--- src/clbc_map.svh ---
// Purpose: Register map, field positions, reset values and timing for the colour LED block
// Assumes: 40 MHz mclk, 32-bit AXI4-Lite data, 8-bit registers in the low byte
// Notes  : Register indices are word indices; byte address is four times the index
`ifndef CLBC_MAP_SVH
`define CLBC_MAP_SVH

// ----------------------------------------
// Register indices
// ----------------------------------------
`define CLBC_IDX_LED_OUTPUT_CONTROL      8'h00
`define CLBC_IDX_RED_ONE_ON_OFF_TIME     8'h01
`define CLBC_IDX_RED_ONE_CYCLE           8'h02
`define CLBC_IDX_GREEN_ONE_ON_OFF_TIME   8'h03
`define CLBC_IDX_GREEN_ONE_CYCLE         8'h04
`define CLBC_IDX_BLUE_ONE_ON_OFF_TIME    8'h05
`define CLBC_IDX_BLUE_ONE_CYCLE          8'h06
`define CLBC_IDX_EXTERNAL_DIMMING_SELECT 8'h07
`define CLBC_IDX_COLOUR_MODE_SELECT      8'h10
`define CLBC_IDX_OUTPUT_STATUS           8'h11

// ----------------------------------------
// Fields and reset values
// ----------------------------------------
`define CLBC_BIT_GROUP_ONE_STYLE   7
`define CLBC_BIT_GROUP_TWO_STYLE   6
`define CLBC_BIT_WHITE_A_EXT_DIM   7
`define CLBC_BIT_WHITE_B_EXT_DIM   6
`define CLBC_BIT_BLINK_ENABLE      3
`define CLBC_CYCLE_WRITE_MASK      8'h0F
`define CLBC_MODE_WRITE_MASK       8'h03
`define CLBC_MODE_BLINK_GROUP_ONE  2'h1
`define CLBC_RST_LED_OUTPUT_CONTROL 8'hC0
`define CLBC_RST_OTHER             8'h00

// ----------------------------------------
// Timing
// ----------------------------------------
`define CLBC_CLK_PERIOD_PS  25000
`define CLBC_TICK_PS        1000000000
`define CLBC_TICK_CYCLES    (`CLBC_TICK_PS / `CLBC_CLK_PERIOD_PS)
`define CLBC_PERMILLE_FULL  23'h0003E8
// Period per cycle code in ms, code 7 in the top slice
`define CLBC_PERIOD_MS {13'h1388, 13'h0FA0, 13'h0BB8, 13'h07D0, 13'h03E8, 13'h01F4, 13'h00FA, 13'h0064}
// Share of the cycle per on/off code in tenths of a percent, code 15 in the top slice
`define CLBC_SHARE_PERMILLE {10'h3E8, 10'h384, 10'h320, 10'h2BC, 10'h258, 10'h1F4, 10'h190, \
	10'h12C, 10'h0C8, 10'h096, 10'h064, 10'h04B, 10'h032, 10'h019, 10'h00A, 10'h000}

`endif

--- src/clbc_pkg.sv ---
// Purpose: Shared types of the colour LED block
// Assumes: No map header is included; widths are written out here
// Notes  : Nothing here holds a value of its own
package clbc_pkg;
	typedef logic [7:0] clbc_byte_t;

	// Software visible register image
	typedef struct packed {
		clbc_byte_t      led_output_control;
		clbc_byte_t [2:0] on_off_time;     // Index 2 red, 1 green, 0 blue
		clbc_byte_t [2:0] cycle;
		clbc_byte_t      external_dimming_select;
		clbc_byte_t      colour_mode_select;
	} clbc_regs_s;

	// Phase of one blink sequencer
	typedef enum logic [1:0] {
		phase_idle,
		phase_lit,
		phase_dark
	} clbc_phase_e;
endpackage : clbc_pkg

--- src/clbc_blink_if.sv ---
// Purpose: Carries settings and result between the register block and one blink sequencer
// Assumes: Both ends on mclk
// Notes  : tick is a one-cycle pulse every millisecond
`timescale 1ns/1ps
interface clbc_blink_if;
	logic       tick;
	logic       run;
	logic [3:0] on_code;
	logic [3:0] off_code;
	logic [2:0] period_code;
	logic       lit;

	modport seq  (input tick, input run, input on_code, input off_code, input period_code,
		output lit);
	modport ctrl (output tick, output run, output on_code, output off_code, output period_code,
		input lit);
endinterface : clbc_blink_if

--- src/clbc_blink.sv ---
// Purpose: Millisecond blink sequencer for one group-one colour
// Assumes: tick pulses once per millisecond
// Notes  : Off share wins over on share at the end of the cycle
`timescale 1ns/1ps
`include "clbc_map.svh"
module clbc_blink (
	input wire logic     mclk,
	input wire logic     reset,
	clbc_blink_if.seq    bl
);
	localparam logic [103:0] PERIODS = `CLBC_PERIOD_MS;
	localparam logic [159:0] SHARES  = `CLBC_SHARE_PERMILLE;

	typedef struct packed {
		clbc_pkg::clbc_phase_e phase;
		logic [12:0]           cnt;
	} clbc_blink_s;

	clbc_blink_s s_reg;
	clbc_blink_s s_next;
	logic [12:0] period;
	logic [12:0] on_len;
	logic [12:0] off_len;

	function automatic logic [12:0] share_ms(input logic [12:0] per, input logic [3:0] code);
		logic [22:0] prod;
		prod = 23'(per) * 23'(SHARES[code*10 +: 10]);
		return 13'(prod / `CLBC_PERMILLE_FULL);
	endfunction : share_ms

	// Lit while inside the on share and before the trailing off share
	function automatic clbc_pkg::clbc_phase_e phase_at(input logic [12:0] c);
		if (c < on_len && ({1'b0, c} + {1'b0, off_len}) < {1'b0, period}) begin
			return clbc_pkg::phase_lit;
		end
		return clbc_pkg::phase_dark;
	endfunction : phase_at

	assign period  = PERIODS[bl.period_code*13 +: 13];
	assign on_len  = share_ms(period, bl.on_code);
	assign off_len = share_ms(period, bl.off_code);
	assign bl.lit  = (s_reg.phase == clbc_pkg::phase_lit);

	// Sequencer next state; shrinking the period wraps at the next tick
	always_comb begin
		s_next = s_reg;
		unique case (s_reg.phase)
			clbc_pkg::phase_idle: begin
				if (bl.run) begin
					s_next.cnt   = 13'h0000;
					s_next.phase = phase_at(13'h0000);
				end
			end
			clbc_pkg::phase_lit, clbc_pkg::phase_dark: begin
				if (!bl.run) begin
					s_next.phase = clbc_pkg::phase_idle;
				end else if (bl.tick) begin
					s_next.cnt   = (s_reg.cnt + 13'h0001 >= period) ? 13'h0000 : s_reg.cnt + 13'h0001;
					s_next.phase = phase_at(s_next.cnt);
				end else begin
					s_next.phase = phase_at(s_reg.cnt);
				end
			end
			default: s_next.phase = clbc_pkg::phase_idle;
		endcase
	end

	// State register
	always_ff @(posedge mclk or posedge reset) begin
		if (reset) begin
			s_reg <= '{phase: clbc_pkg::phase_idle, cnt: 13'h0000};
		end else begin
			s_reg <= s_next;
		end
	end
endmodule : clbc_blink

--- src/clbc_top.sv ---
// Purpose: Colour LED enable, blink and external dimming control behind AXI4-Lite
// Assumes: ext_dim_in synchronous to mclk; one outstanding write and read
// Notes  : Outputs are registered and change one cycle after their cause
`timescale 1ns/1ps
`include "clbc_map.svh"
module clbc_top #(
	parameter int ADDR_W      = 8,
	parameter int TICK_CYCLES = `CLBC_TICK_CYCLES
) (
	input  wire logic              mclk,
	input  wire logic              reset,
	input  wire logic [ADDR_W-1:0] s_axi_awaddr,
	input  wire logic              s_axi_awvalid,
	output wire logic              s_axi_awready,
	input  wire logic [31:0]       s_axi_wdata,
	input  wire logic [3:0]        s_axi_wstrb,
	input  wire logic              s_axi_wvalid,
	output wire logic              s_axi_wready,
	output wire logic [1:0]        s_axi_bresp,
	output wire logic              s_axi_bvalid,
	input  wire logic              s_axi_bready,
	input  wire logic [ADDR_W-1:0] s_axi_araddr,
	input  wire logic              s_axi_arvalid,
	output wire logic              s_axi_arready,
	output wire logic [31:0]       s_axi_rdata,
	output wire logic [1:0]        s_axi_rresp,
	output wire logic              s_axi_rvalid,
	input  wire logic              s_axi_rready,
	input  wire logic              ext_dim_in,
	output wire logic [5:0]        led_drive,
	output wire logic              group_one_driver_style,
	output wire logic              group_two_driver_style,
	output wire logic              white_bank_a_dim_gate,
	output wire logic              white_bank_b_dim_gate
);
	localparam int TICK_W = $clog2(TICK_CYCLES + 1);
	localparam logic [1:0] RESP_OKAY   = 2'h0;
	localparam logic [1:0] RESP_SLVERR = 2'h2;

	// ----------------------------------------
	// Elaboration checks
	// ----------------------------------------
	if (ADDR_W < 7 || ADDR_W > 32) begin : g_bad_addr
		$error("ADDR_W must lie between 7 and 32");
	end
	if (TICK_CYCLES < 1) begin : g_bad_tick
		$error("TICK_CYCLES must be at least 1");
	end

	// ----------------------------------------
	// State
	// ----------------------------------------
	typedef struct packed {
		logic                    aw_held;
		logic [ADDR_W-1:0]       aw_addr;
		logic                    w_held;
		logic [31:0]             w_data;
		logic [3:0]              w_strb;
		logic                    bvalid;
		logic [1:0]              bresp;
		logic                    rvalid;
		logic [1:0]              rresp;
		logic [31:0]             rdata;
		logic [TICK_W-1:0]       presc;
		logic                    tick;
		clbc_pkg::clbc_regs_s    regs;
		logic [5:0]              drive;
		logic                    style_one;
		logic                    style_two;
		logic                    gate_a;
		logic                    gate_b;
	} clbc_state_s;

	clbc_state_s s_reg;
	clbc_state_s s_next;
	logic [2:0]  lit;
	logic        blink_mode;

	clbc_blink_if bl [3] ();

	// ----------------------------------------
	// Blink sequencers, one per group-one colour
	// ----------------------------------------
	for (genvar k = 0; k < 3; k++) begin : g_blink
		assign bl[k].tick        = s_reg.tick;
		assign bl[k].run         = blink_mode && s_reg.regs.cycle[k][`CLBC_BIT_BLINK_ENABLE];
		assign bl[k].on_code     = s_reg.regs.on_off_time[k][7:4];
		assign bl[k].off_code    = s_reg.regs.on_off_time[k][3:0];
		assign bl[k].period_code = s_reg.regs.cycle[k][2:0];
		assign lit[k]            = bl[k].lit;

		clbc_blink u_blink (
			.mclk  (mclk),
			.reset (reset),
			.bl    (bl[k])
		);
	end

	assign blink_mode = (s_reg.regs.colour_mode_select[1:0] == `CLBC_MODE_BLINK_GROUP_ONE);

	// ----------------------------------------
	// Bus outputs
	// ----------------------------------------
	// A new address or data beat is refused while the previous response is pending
	assign s_axi_awready = !s_reg.aw_held && !s_reg.bvalid;
	assign s_axi_wready  = !s_reg.w_held && !s_reg.bvalid;
	assign s_axi_bvalid  = s_reg.bvalid;
	assign s_axi_bresp   = s_reg.bresp;
	assign s_axi_arready = !s_reg.rvalid;
	assign s_axi_rvalid  = s_reg.rvalid;
	assign s_axi_rresp   = s_reg.rresp;
	assign s_axi_rdata   = s_reg.rdata;

	// LED side outputs, all from flip-flops
	assign led_drive              = s_reg.drive;
	assign group_one_driver_style = s_reg.style_one;
	assign group_two_driver_style = s_reg.style_two;
	assign white_bank_a_dim_gate  = s_reg.gate_a;
	assign white_bank_b_dim_gate  = s_reg.gate_b;

	// ----------------------------------------
	// Register read decode
	// ----------------------------------------
	function automatic logic [8:0] read_reg(input logic [ADDR_W-1:0] addr,
		input clbc_state_s st);
		logic [7:0] idx;
		logic [8:0] res;
		idx = 8'(addr[ADDR_W-1:2]);
		res = {1'b1, 8'h00};
		unique case (idx)
			`CLBC_IDX_LED_OUTPUT_CONTROL:      res[7:0] = st.regs.led_output_control;
			`CLBC_IDX_RED_ONE_ON_OFF_TIME:     res[7:0] = st.regs.on_off_time[2];
			`CLBC_IDX_GREEN_ONE_ON_OFF_TIME:   res[7:0] = st.regs.on_off_time[1];
			`CLBC_IDX_BLUE_ONE_ON_OFF_TIME:    res[7:0] = st.regs.on_off_time[0];
			`CLBC_IDX_RED_ONE_CYCLE:           res[7:0] = st.regs.cycle[2];
			`CLBC_IDX_GREEN_ONE_CYCLE:         res[7:0] = st.regs.cycle[1];
			`CLBC_IDX_BLUE_ONE_CYCLE:          res[7:0] = st.regs.cycle[0];
			`CLBC_IDX_EXTERNAL_DIMMING_SELECT: res[7:0] = st.regs.external_dimming_select;
			`CLBC_IDX_COLOUR_MODE_SELECT:      res[7:0] = st.regs.colour_mode_select;
			`CLBC_IDX_OUTPUT_STATUS:           res[7:0] = {2'h0, st.drive};
			default:                           res[8]   = 1'b0;
		endcase
		return res;
	endfunction : read_reg

	// ----------------------------------------
	// Register write decode
	// ----------------------------------------
	// Returns the updated image; only byte lane 0 carries register data
	function automatic clbc_pkg::clbc_regs_s write_reg(input logic [7:0] idx,
		input logic [7:0] d, input clbc_pkg::clbc_regs_s r);
		clbc_pkg::clbc_regs_s n;
		n = r;
		unique case (idx)
			`CLBC_IDX_LED_OUTPUT_CONTROL:      n.led_output_control = d;
			`CLBC_IDX_RED_ONE_ON_OFF_TIME:     n.on_off_time[2] = d;
			`CLBC_IDX_GREEN_ONE_ON_OFF_TIME:   n.on_off_time[1] = d;
			`CLBC_IDX_BLUE_ONE_ON_OFF_TIME:    n.on_off_time[0] = d;
			`CLBC_IDX_RED_ONE_CYCLE:           n.cycle[2] = d & `CLBC_CYCLE_WRITE_MASK;
			`CLBC_IDX_GREEN_ONE_CYCLE:         n.cycle[1] = d & `CLBC_CYCLE_WRITE_MASK;
			`CLBC_IDX_BLUE_ONE_CYCLE:          n.cycle[0] = d & `CLBC_CYCLE_WRITE_MASK;
			`CLBC_IDX_EXTERNAL_DIMMING_SELECT: n.external_dimming_select = d;
			`CLBC_IDX_COLOUR_MODE_SELECT:      n.colour_mode_select = d & `CLBC_MODE_WRITE_MASK;
			default:                           n = r;
		endcase
		return n;
	endfunction : write_reg

	// Mapped for writes; the status word accepts and drops the data
	function automatic logic write_hit(input logic [7:0] idx);
		return (idx <= `CLBC_IDX_EXTERNAL_DIMMING_SELECT) ||
			(idx == `CLBC_IDX_COLOUR_MODE_SELECT) || (idx == `CLBC_IDX_OUTPUT_STATUS);
	endfunction : write_hit

	// ----------------------------------------
	// Next state
	// ----------------------------------------
	always_comb begin
		logic [8:0] rd;
		logic [7:0] widx;
		logic [7:0] ctrl;
		logic [7:0] dimsel;
		logic       src;
		rd     = 9'h000;
		widx   = 8'h00;
		ctrl   = 8'h00;
		dimsel = 8'h00;
		src    = 1'b0;
		s_next = s_reg;

		// Millisecond prescaler for the sequencers
		s_next.tick = 1'b0;
		if (s_reg.presc == TICK_W'(TICK_CYCLES - 1)) begin
			s_next.presc = '0;
			s_next.tick  = 1'b1;
		end else begin
			s_next.presc = s_reg.presc + TICK_W'(1);
		end

		// Write channel: address and data held in either order
		if (s_axi_awvalid && s_axi_awready) begin
			s_next.aw_held = 1'b1;
			s_next.aw_addr = s_axi_awaddr;
		end
		if (s_axi_wvalid && s_axi_wready) begin
			s_next.w_held = 1'b1;
			s_next.w_data = s_axi_wdata;
			s_next.w_strb = s_axi_wstrb;
		end
		if (s_reg.aw_held && s_reg.w_held) begin
			widx           = 8'(s_reg.aw_addr[ADDR_W-1:2]);
			s_next.aw_held = 1'b0;
			s_next.w_held  = 1'b0;
			s_next.bvalid  = 1'b1;
			s_next.bresp   = write_hit(widx) ? RESP_OKAY : RESP_SLVERR;
			if (s_reg.w_strb[0]) begin
				s_next.regs = write_reg(widx, s_reg.w_data[7:0], s_reg.regs);
			end
		end
		if (s_reg.bvalid && s_axi_bready) begin
			s_next.bvalid = 1'b0;
		end

		// Read channel: data one cycle after the address is taken
		if (s_axi_arvalid && !s_reg.rvalid) begin
			rd            = read_reg(s_axi_araddr, s_reg);
			s_next.rvalid = 1'b1;
			s_next.rdata  = {24'h000000, rd[7:0]};
			s_next.rresp  = rd[8] ? RESP_OKAY : RESP_SLVERR;
		end else if (s_reg.rvalid && s_axi_rready) begin
			s_next.rvalid = 1'b0;
		end

		ctrl             = s_reg.regs.led_output_control;
		s_next.style_one = ctrl[`CLBC_BIT_GROUP_ONE_STYLE];
		s_next.style_two = ctrl[`CLBC_BIT_GROUP_TWO_STYLE];

		// Channel on state; bit 5 red one down to bit 0 blue two
		dimsel = s_reg.regs.external_dimming_select;
		for (int i = 0; i < 6; i++) begin
			src = ctrl[i];
			if (i >= 3 && blink_mode && s_reg.regs.cycle[i-3][`CLBC_BIT_BLINK_ENABLE]) begin
				src = lit[i-3];
			end
			s_next.drive[i] = src && (!dimsel[i] || ext_dim_in);
		end

		s_next.gate_a = !dimsel[`CLBC_BIT_WHITE_A_EXT_DIM] || ext_dim_in;
		s_next.gate_b = !dimsel[`CLBC_BIT_WHITE_B_EXT_DIM] || ext_dim_in;
	end

	// ----------------------------------------
	// State register
	// ----------------------------------------
	always_ff @(posedge mclk or posedge reset) begin
		if (reset) begin
			s_reg                              <= '0;
			s_reg.regs.led_output_control      <= `CLBC_RST_LED_OUTPUT_CONTROL;
			s_reg.regs.external_dimming_select <= `CLBC_RST_OTHER;
			s_reg.style_one                    <= 1'b1;
			s_reg.style_two                    <= 1'b1;
			s_reg.gate_a                       <= 1'b1;
			s_reg.gate_b                       <= 1'b1;
		end else begin
			s_reg <= s_next;
		end
	end
endmodule : clbc_top

--- config.mk ---
export PLATFORM = sky130hd
export DESIGN_NAME = clbc_top
export DESIGN_NICKNAME = d
export VERILOG_FILES = /design/src/clbc_pkg.sv /design/src/clbc_blink_if.sv /design/src/clbc_blink.sv /design/src/clbc_top.sv
export VERILOG_INCLUDE_DIRS = /design/src
export SDC_FILE = /design/constraint.sdc
export NUM_CORES = 2
export LEC_CHECK = 0
export ABC_CLOCK_PERIOD_IN_PS = 19380
export CAP_MARGIN = 40
export CELL_PAD_IN_SITES_DETAIL_PLACEMENT = 0
export CELL_PAD_IN_SITES_GLOBAL_PLACEMENT = 1
export CORE_MARGIN = 2
export CORE_UTILIZATION = 46
export DETAILED_ROUTE_END_ITERATION = 16
export DONT_BUFFER_PORTS = 1
export GPL_ROUTABILITY_DRIVEN = 0
export MAX_ROUTING_LAYER = met4
export PLACE_DENSITY = 0.91
export SLEW_MARGIN = 20
export SYNTH_ARGS = -nofsm -noshare
export SYNTH_HDL_FRONTEND = slang
export SYNTH_SLANG_ARGS = --single-unit
--- constraint.sdc ---
create_clock -name mclk -period 19.38 [get_ports mclk]
set_input_delay 2.907 -clock mclk [delete_from_list [all_inputs] [get_ports mclk]]
set_output_delay 2.907 -clock mclk [all_outputs]
set_load 0.01 [all_outputs]
==> key figures <==
Outcome
  • Outcome: complete, no violations

Yosys
  • Gate Count Post-Synth: 8,381
  • EDFF count, synth: 0
  • Share of the synthesized area in the top cell type: 14.7%
  • Syn Area/Cell: 7.70 um2
  • Synth Cell Area: 64,500 um2
  • Most frequent cell after synthesis: nand2_1
  • Largest area contributor in the synthesized netlist: fa_1
  • Sequential area share after synthesis: 6.02%
  • Synth warnings: 0
  • Synth cell count leaders: 854 x nand2_1, 778 x nor2_1, 694 x ha_1
  • Yosys reg bits: 155
  • Number of distinct library cells after synthesis: 171
  • Top_reg_cell synth: dfrtp_1
  • Ys async rst share: 100%
  • Top post-synthesis cells by area: fa_1 15%, ha_1 13%, dfrtp_1 5.8%

GRT
  • First-pass GRT wire length: 310,000 um
  • Initial antenna violation count: 2
  • Total GRT Usage: 26.7%
  • Largest net degree at the start of global routing: 102
  • Total gr overflow: 0
  • Number of global-route vias before repair: 60,748

Detailed routing
  • Initial DRC Count: 5,237
  • Drt pass-1 iters: 8
  • Avg WL per Cell: 18.5 um
  • Post-route antenna net violation count: 0
  • Total Routed Length: 192,000 um
  • Vias per inst: 6.16
  • DRC: 0
  • Vias after detailed routing: 63,769

Floorplanning
  • FP Rows: 137
  • Core ar.: 139,000 um2
  • Die Wd: 379 um
  • I/O pin cnt: 111
  • Initial core utilization: 46.3%
  • Die outline area: 143,000 um2
  • Die Span Y: 379 um

Placed design
  • HPWL Detailed: 151,000 um
  • Worst slack, placed: -0.401 ns
  • Port Buf Inserts: 0

Timing
  • Slew Limit Fails: 0
  • Max-slew headroom: 23.5%
  • Crit path time final: 18.70 ns
  • Fin. Hold Viols: 0
  • Final WS setup: 0.675 ns
  • FMAX: 0.0535 GHz
  • Final setup viols: 0
  • Clock skew: 0.0223 ns
  • Tightest Pin Transition: 1.15 ns
  • Crit share post-route: 96.5%

Cells and area
  • Area added between synthesis and finish: 9.01%
  • Number of flip-flops in the largest register: 52
  • Fillers: 13,259
  • Final Util: 50.5%
  • Layout cells sized above 1: 13.4%
  • Final net count: 9,691

Clocking
  • Clk sink count: 155
  • Clock buffer depth: 2
  • Post-CTS Hold Fix Bufs: 0
  • CTS Buf Count: 17
  • Clock latency on the worst-skew pair: 0.54 ns
  • Root Driver: clkbuf_16
  • Reg clk slew, reported paths: 0.08 ns
  • H-Tree Depth: 4
  • CTS tree: yes

Worst setup path
  • Slowest Stage Delay on Critical Path: 0.66 ns
  • RR Startpoint: bl[2].off_code[1]
  • Required time of the critical path: 19.80 ns
  • Startpoint Class: flop
  • Crit path arrival time: 19.13 ns
  • Setup crit start: bl[2].off_code[1]
  • CP endpoint kind: flop
  • Crit Reg-Reg Endpoint: g_blink[2].u_blink.s_reg[13]
  • Reg2reg path depth: 76
  • Worst Path Class, Setup: reg -> reg
  • CP endpoint: g_blink[2].u_blink.s_reg[13]
  • R2R Setup Slk: 0.68 ns
  • Crit path max fanout: 11
  • CP max stage cell: or4b_2

Job
  • Max_cap viols: 0

Power and ir drop
  • Leak: 32.5 nW
  • Worst vdd ir: 0.182 mV
  • PwrDens: 167 nW/um2

Hold path
  • Type of the tightest min-delay check: reg -> reg
  • Hold path startpoint: s_next[3]
## report_power, final
part           leakage (nW)  switching (mW)  total [mW]  internal, mW
Combinational          30.2            6.77        10.8          4.06
Sequential             2.06           0.186       0.579         0.393
Clock                 0.303           0.197       0.375         0.178
## cells by family (layout without fill, tap and decap cells)
group           Yosys count  after routing  share of synthesized area [%]
other cells               1             30                        0.00581
compound gates         2316           2316                           25.7
mux                     248            248                           4.27
xor+xnor                429            429                           6.01
flops                   155            155                           6.02
buf+inv                1049           1119                           6.74
fa+ha+maj              1186           1186                           28.4
simple gates           2997           2997                           22.8
## metal layers
metal	routed length [um]	global-route usage (%)
met5	0	-
met4	5160	7.43
met2	88300	42.5
met1	84200	34.9
met3	14000	4.23
## repair_timing
action | 4_1_cts | 5_1_grt
setup buffers | 3 | 90
pin swaps | 1 | 81
resized for setup | 26 | 275
gates cloned | 0 | 2
endpoints found under the setup margin | 6 | 6
## critical path: cells and delay by family (launching register included)
kind,cells,cell delay (ns)
adders and majority gates,9,3.56
buffers and inverters,9,1.09
DFF,1,0.43
xor gates and xnor gates,2,0.31
muxes,6,1.96
AOI/OAI and AO/OA,27,5.58
and+or+nand+nor,23,5.63
## final cells by class
| cell class | instances | area, um2 | area share, % |
|---|---|---|---|
| Inverter | 679 | 2570 | 3.66 |
| Clock buffer | 17 | 425 | 0.605 |
| Multi-Input combinational cell | 7202 | 57800 | 82.1 |
| Tap cell | 1876 | 2350 | 3.34 |
| Clock inverter | 15 | 204 | 0.290 |
| Sequential cell | 155 | 3900 | 5.54 |
| Antenna cell | 4 | 10.0 | 0.0142 |
| Timing Repair Buffer | 408 | 3110 | 4.41 |
## worst min-delay path by stage
| stage | to | depth (start not counted) | slack, ns |
|---|---|---|---|
| global placement | group_one_driver_style | 0 | 0.37 |
| floorplan | group_one_driver_style | 0 | 0.36 |
| detailed placement | group_one_driver_style | 0 | 0.37 |
| global route | group_one_driver_style | 0 | 0.38 |
| CTS | group_one_driver_style | 0 | 0.38 |
| finish | group_one_driver_style | 0 | 0.38 |
## cell usage in the layout (no fill, tap or decap), types with 55 or more instances in the layout
cell type  netlist  final
nand2_1        854    850
nand3_1        200    197
buf_4           54    387
a21oi_1        460    442
o21ai_0        446    431
xnor2_1        279    269
and3_1          95     89
nand4_1        112    112
xor2_1         134    131
o211ai_1       104    104
ha_1           694    689
fa_1           474    474
inv_1          656    648
nor2b_1        115    115
a31oi_1         61     55
nand2b_1       137    136
a21o_1         147    147
nor2_1         778    770
nor3_1         181    174
dfrtp_1        149    141
a211oi_1       116    103
mux2i_1        126    117
and2_1         145    140
o21a_1          87     80
or2_2           58     58
mux2_2         105    102
## metrics by stage
| step | power, mW | TNS, ns | cells | hold slack [ns] | instance area (um2) |
|---|---|---|---|---|---|
| after global routing | 12.9 | -0.881 | 10355 | 0.384 | 70300 |
| after detailed placement | 10.7 | -0.912 | 10211 | 0.369 | 67400 |
| final | 11.8 | 0 | 10356 | 0.380 | 70300 |
| after floorplan | 8.09 | 0 | 8406 | 0.358 | 64600 |
| after global placement | 10.4 | -0.198 | 10199 | 0.365 | 67300 |
| after CTS | 11.2 | 0 | 10246 | 0.380 | 68200 |
(Power assumes the default switching activity.)
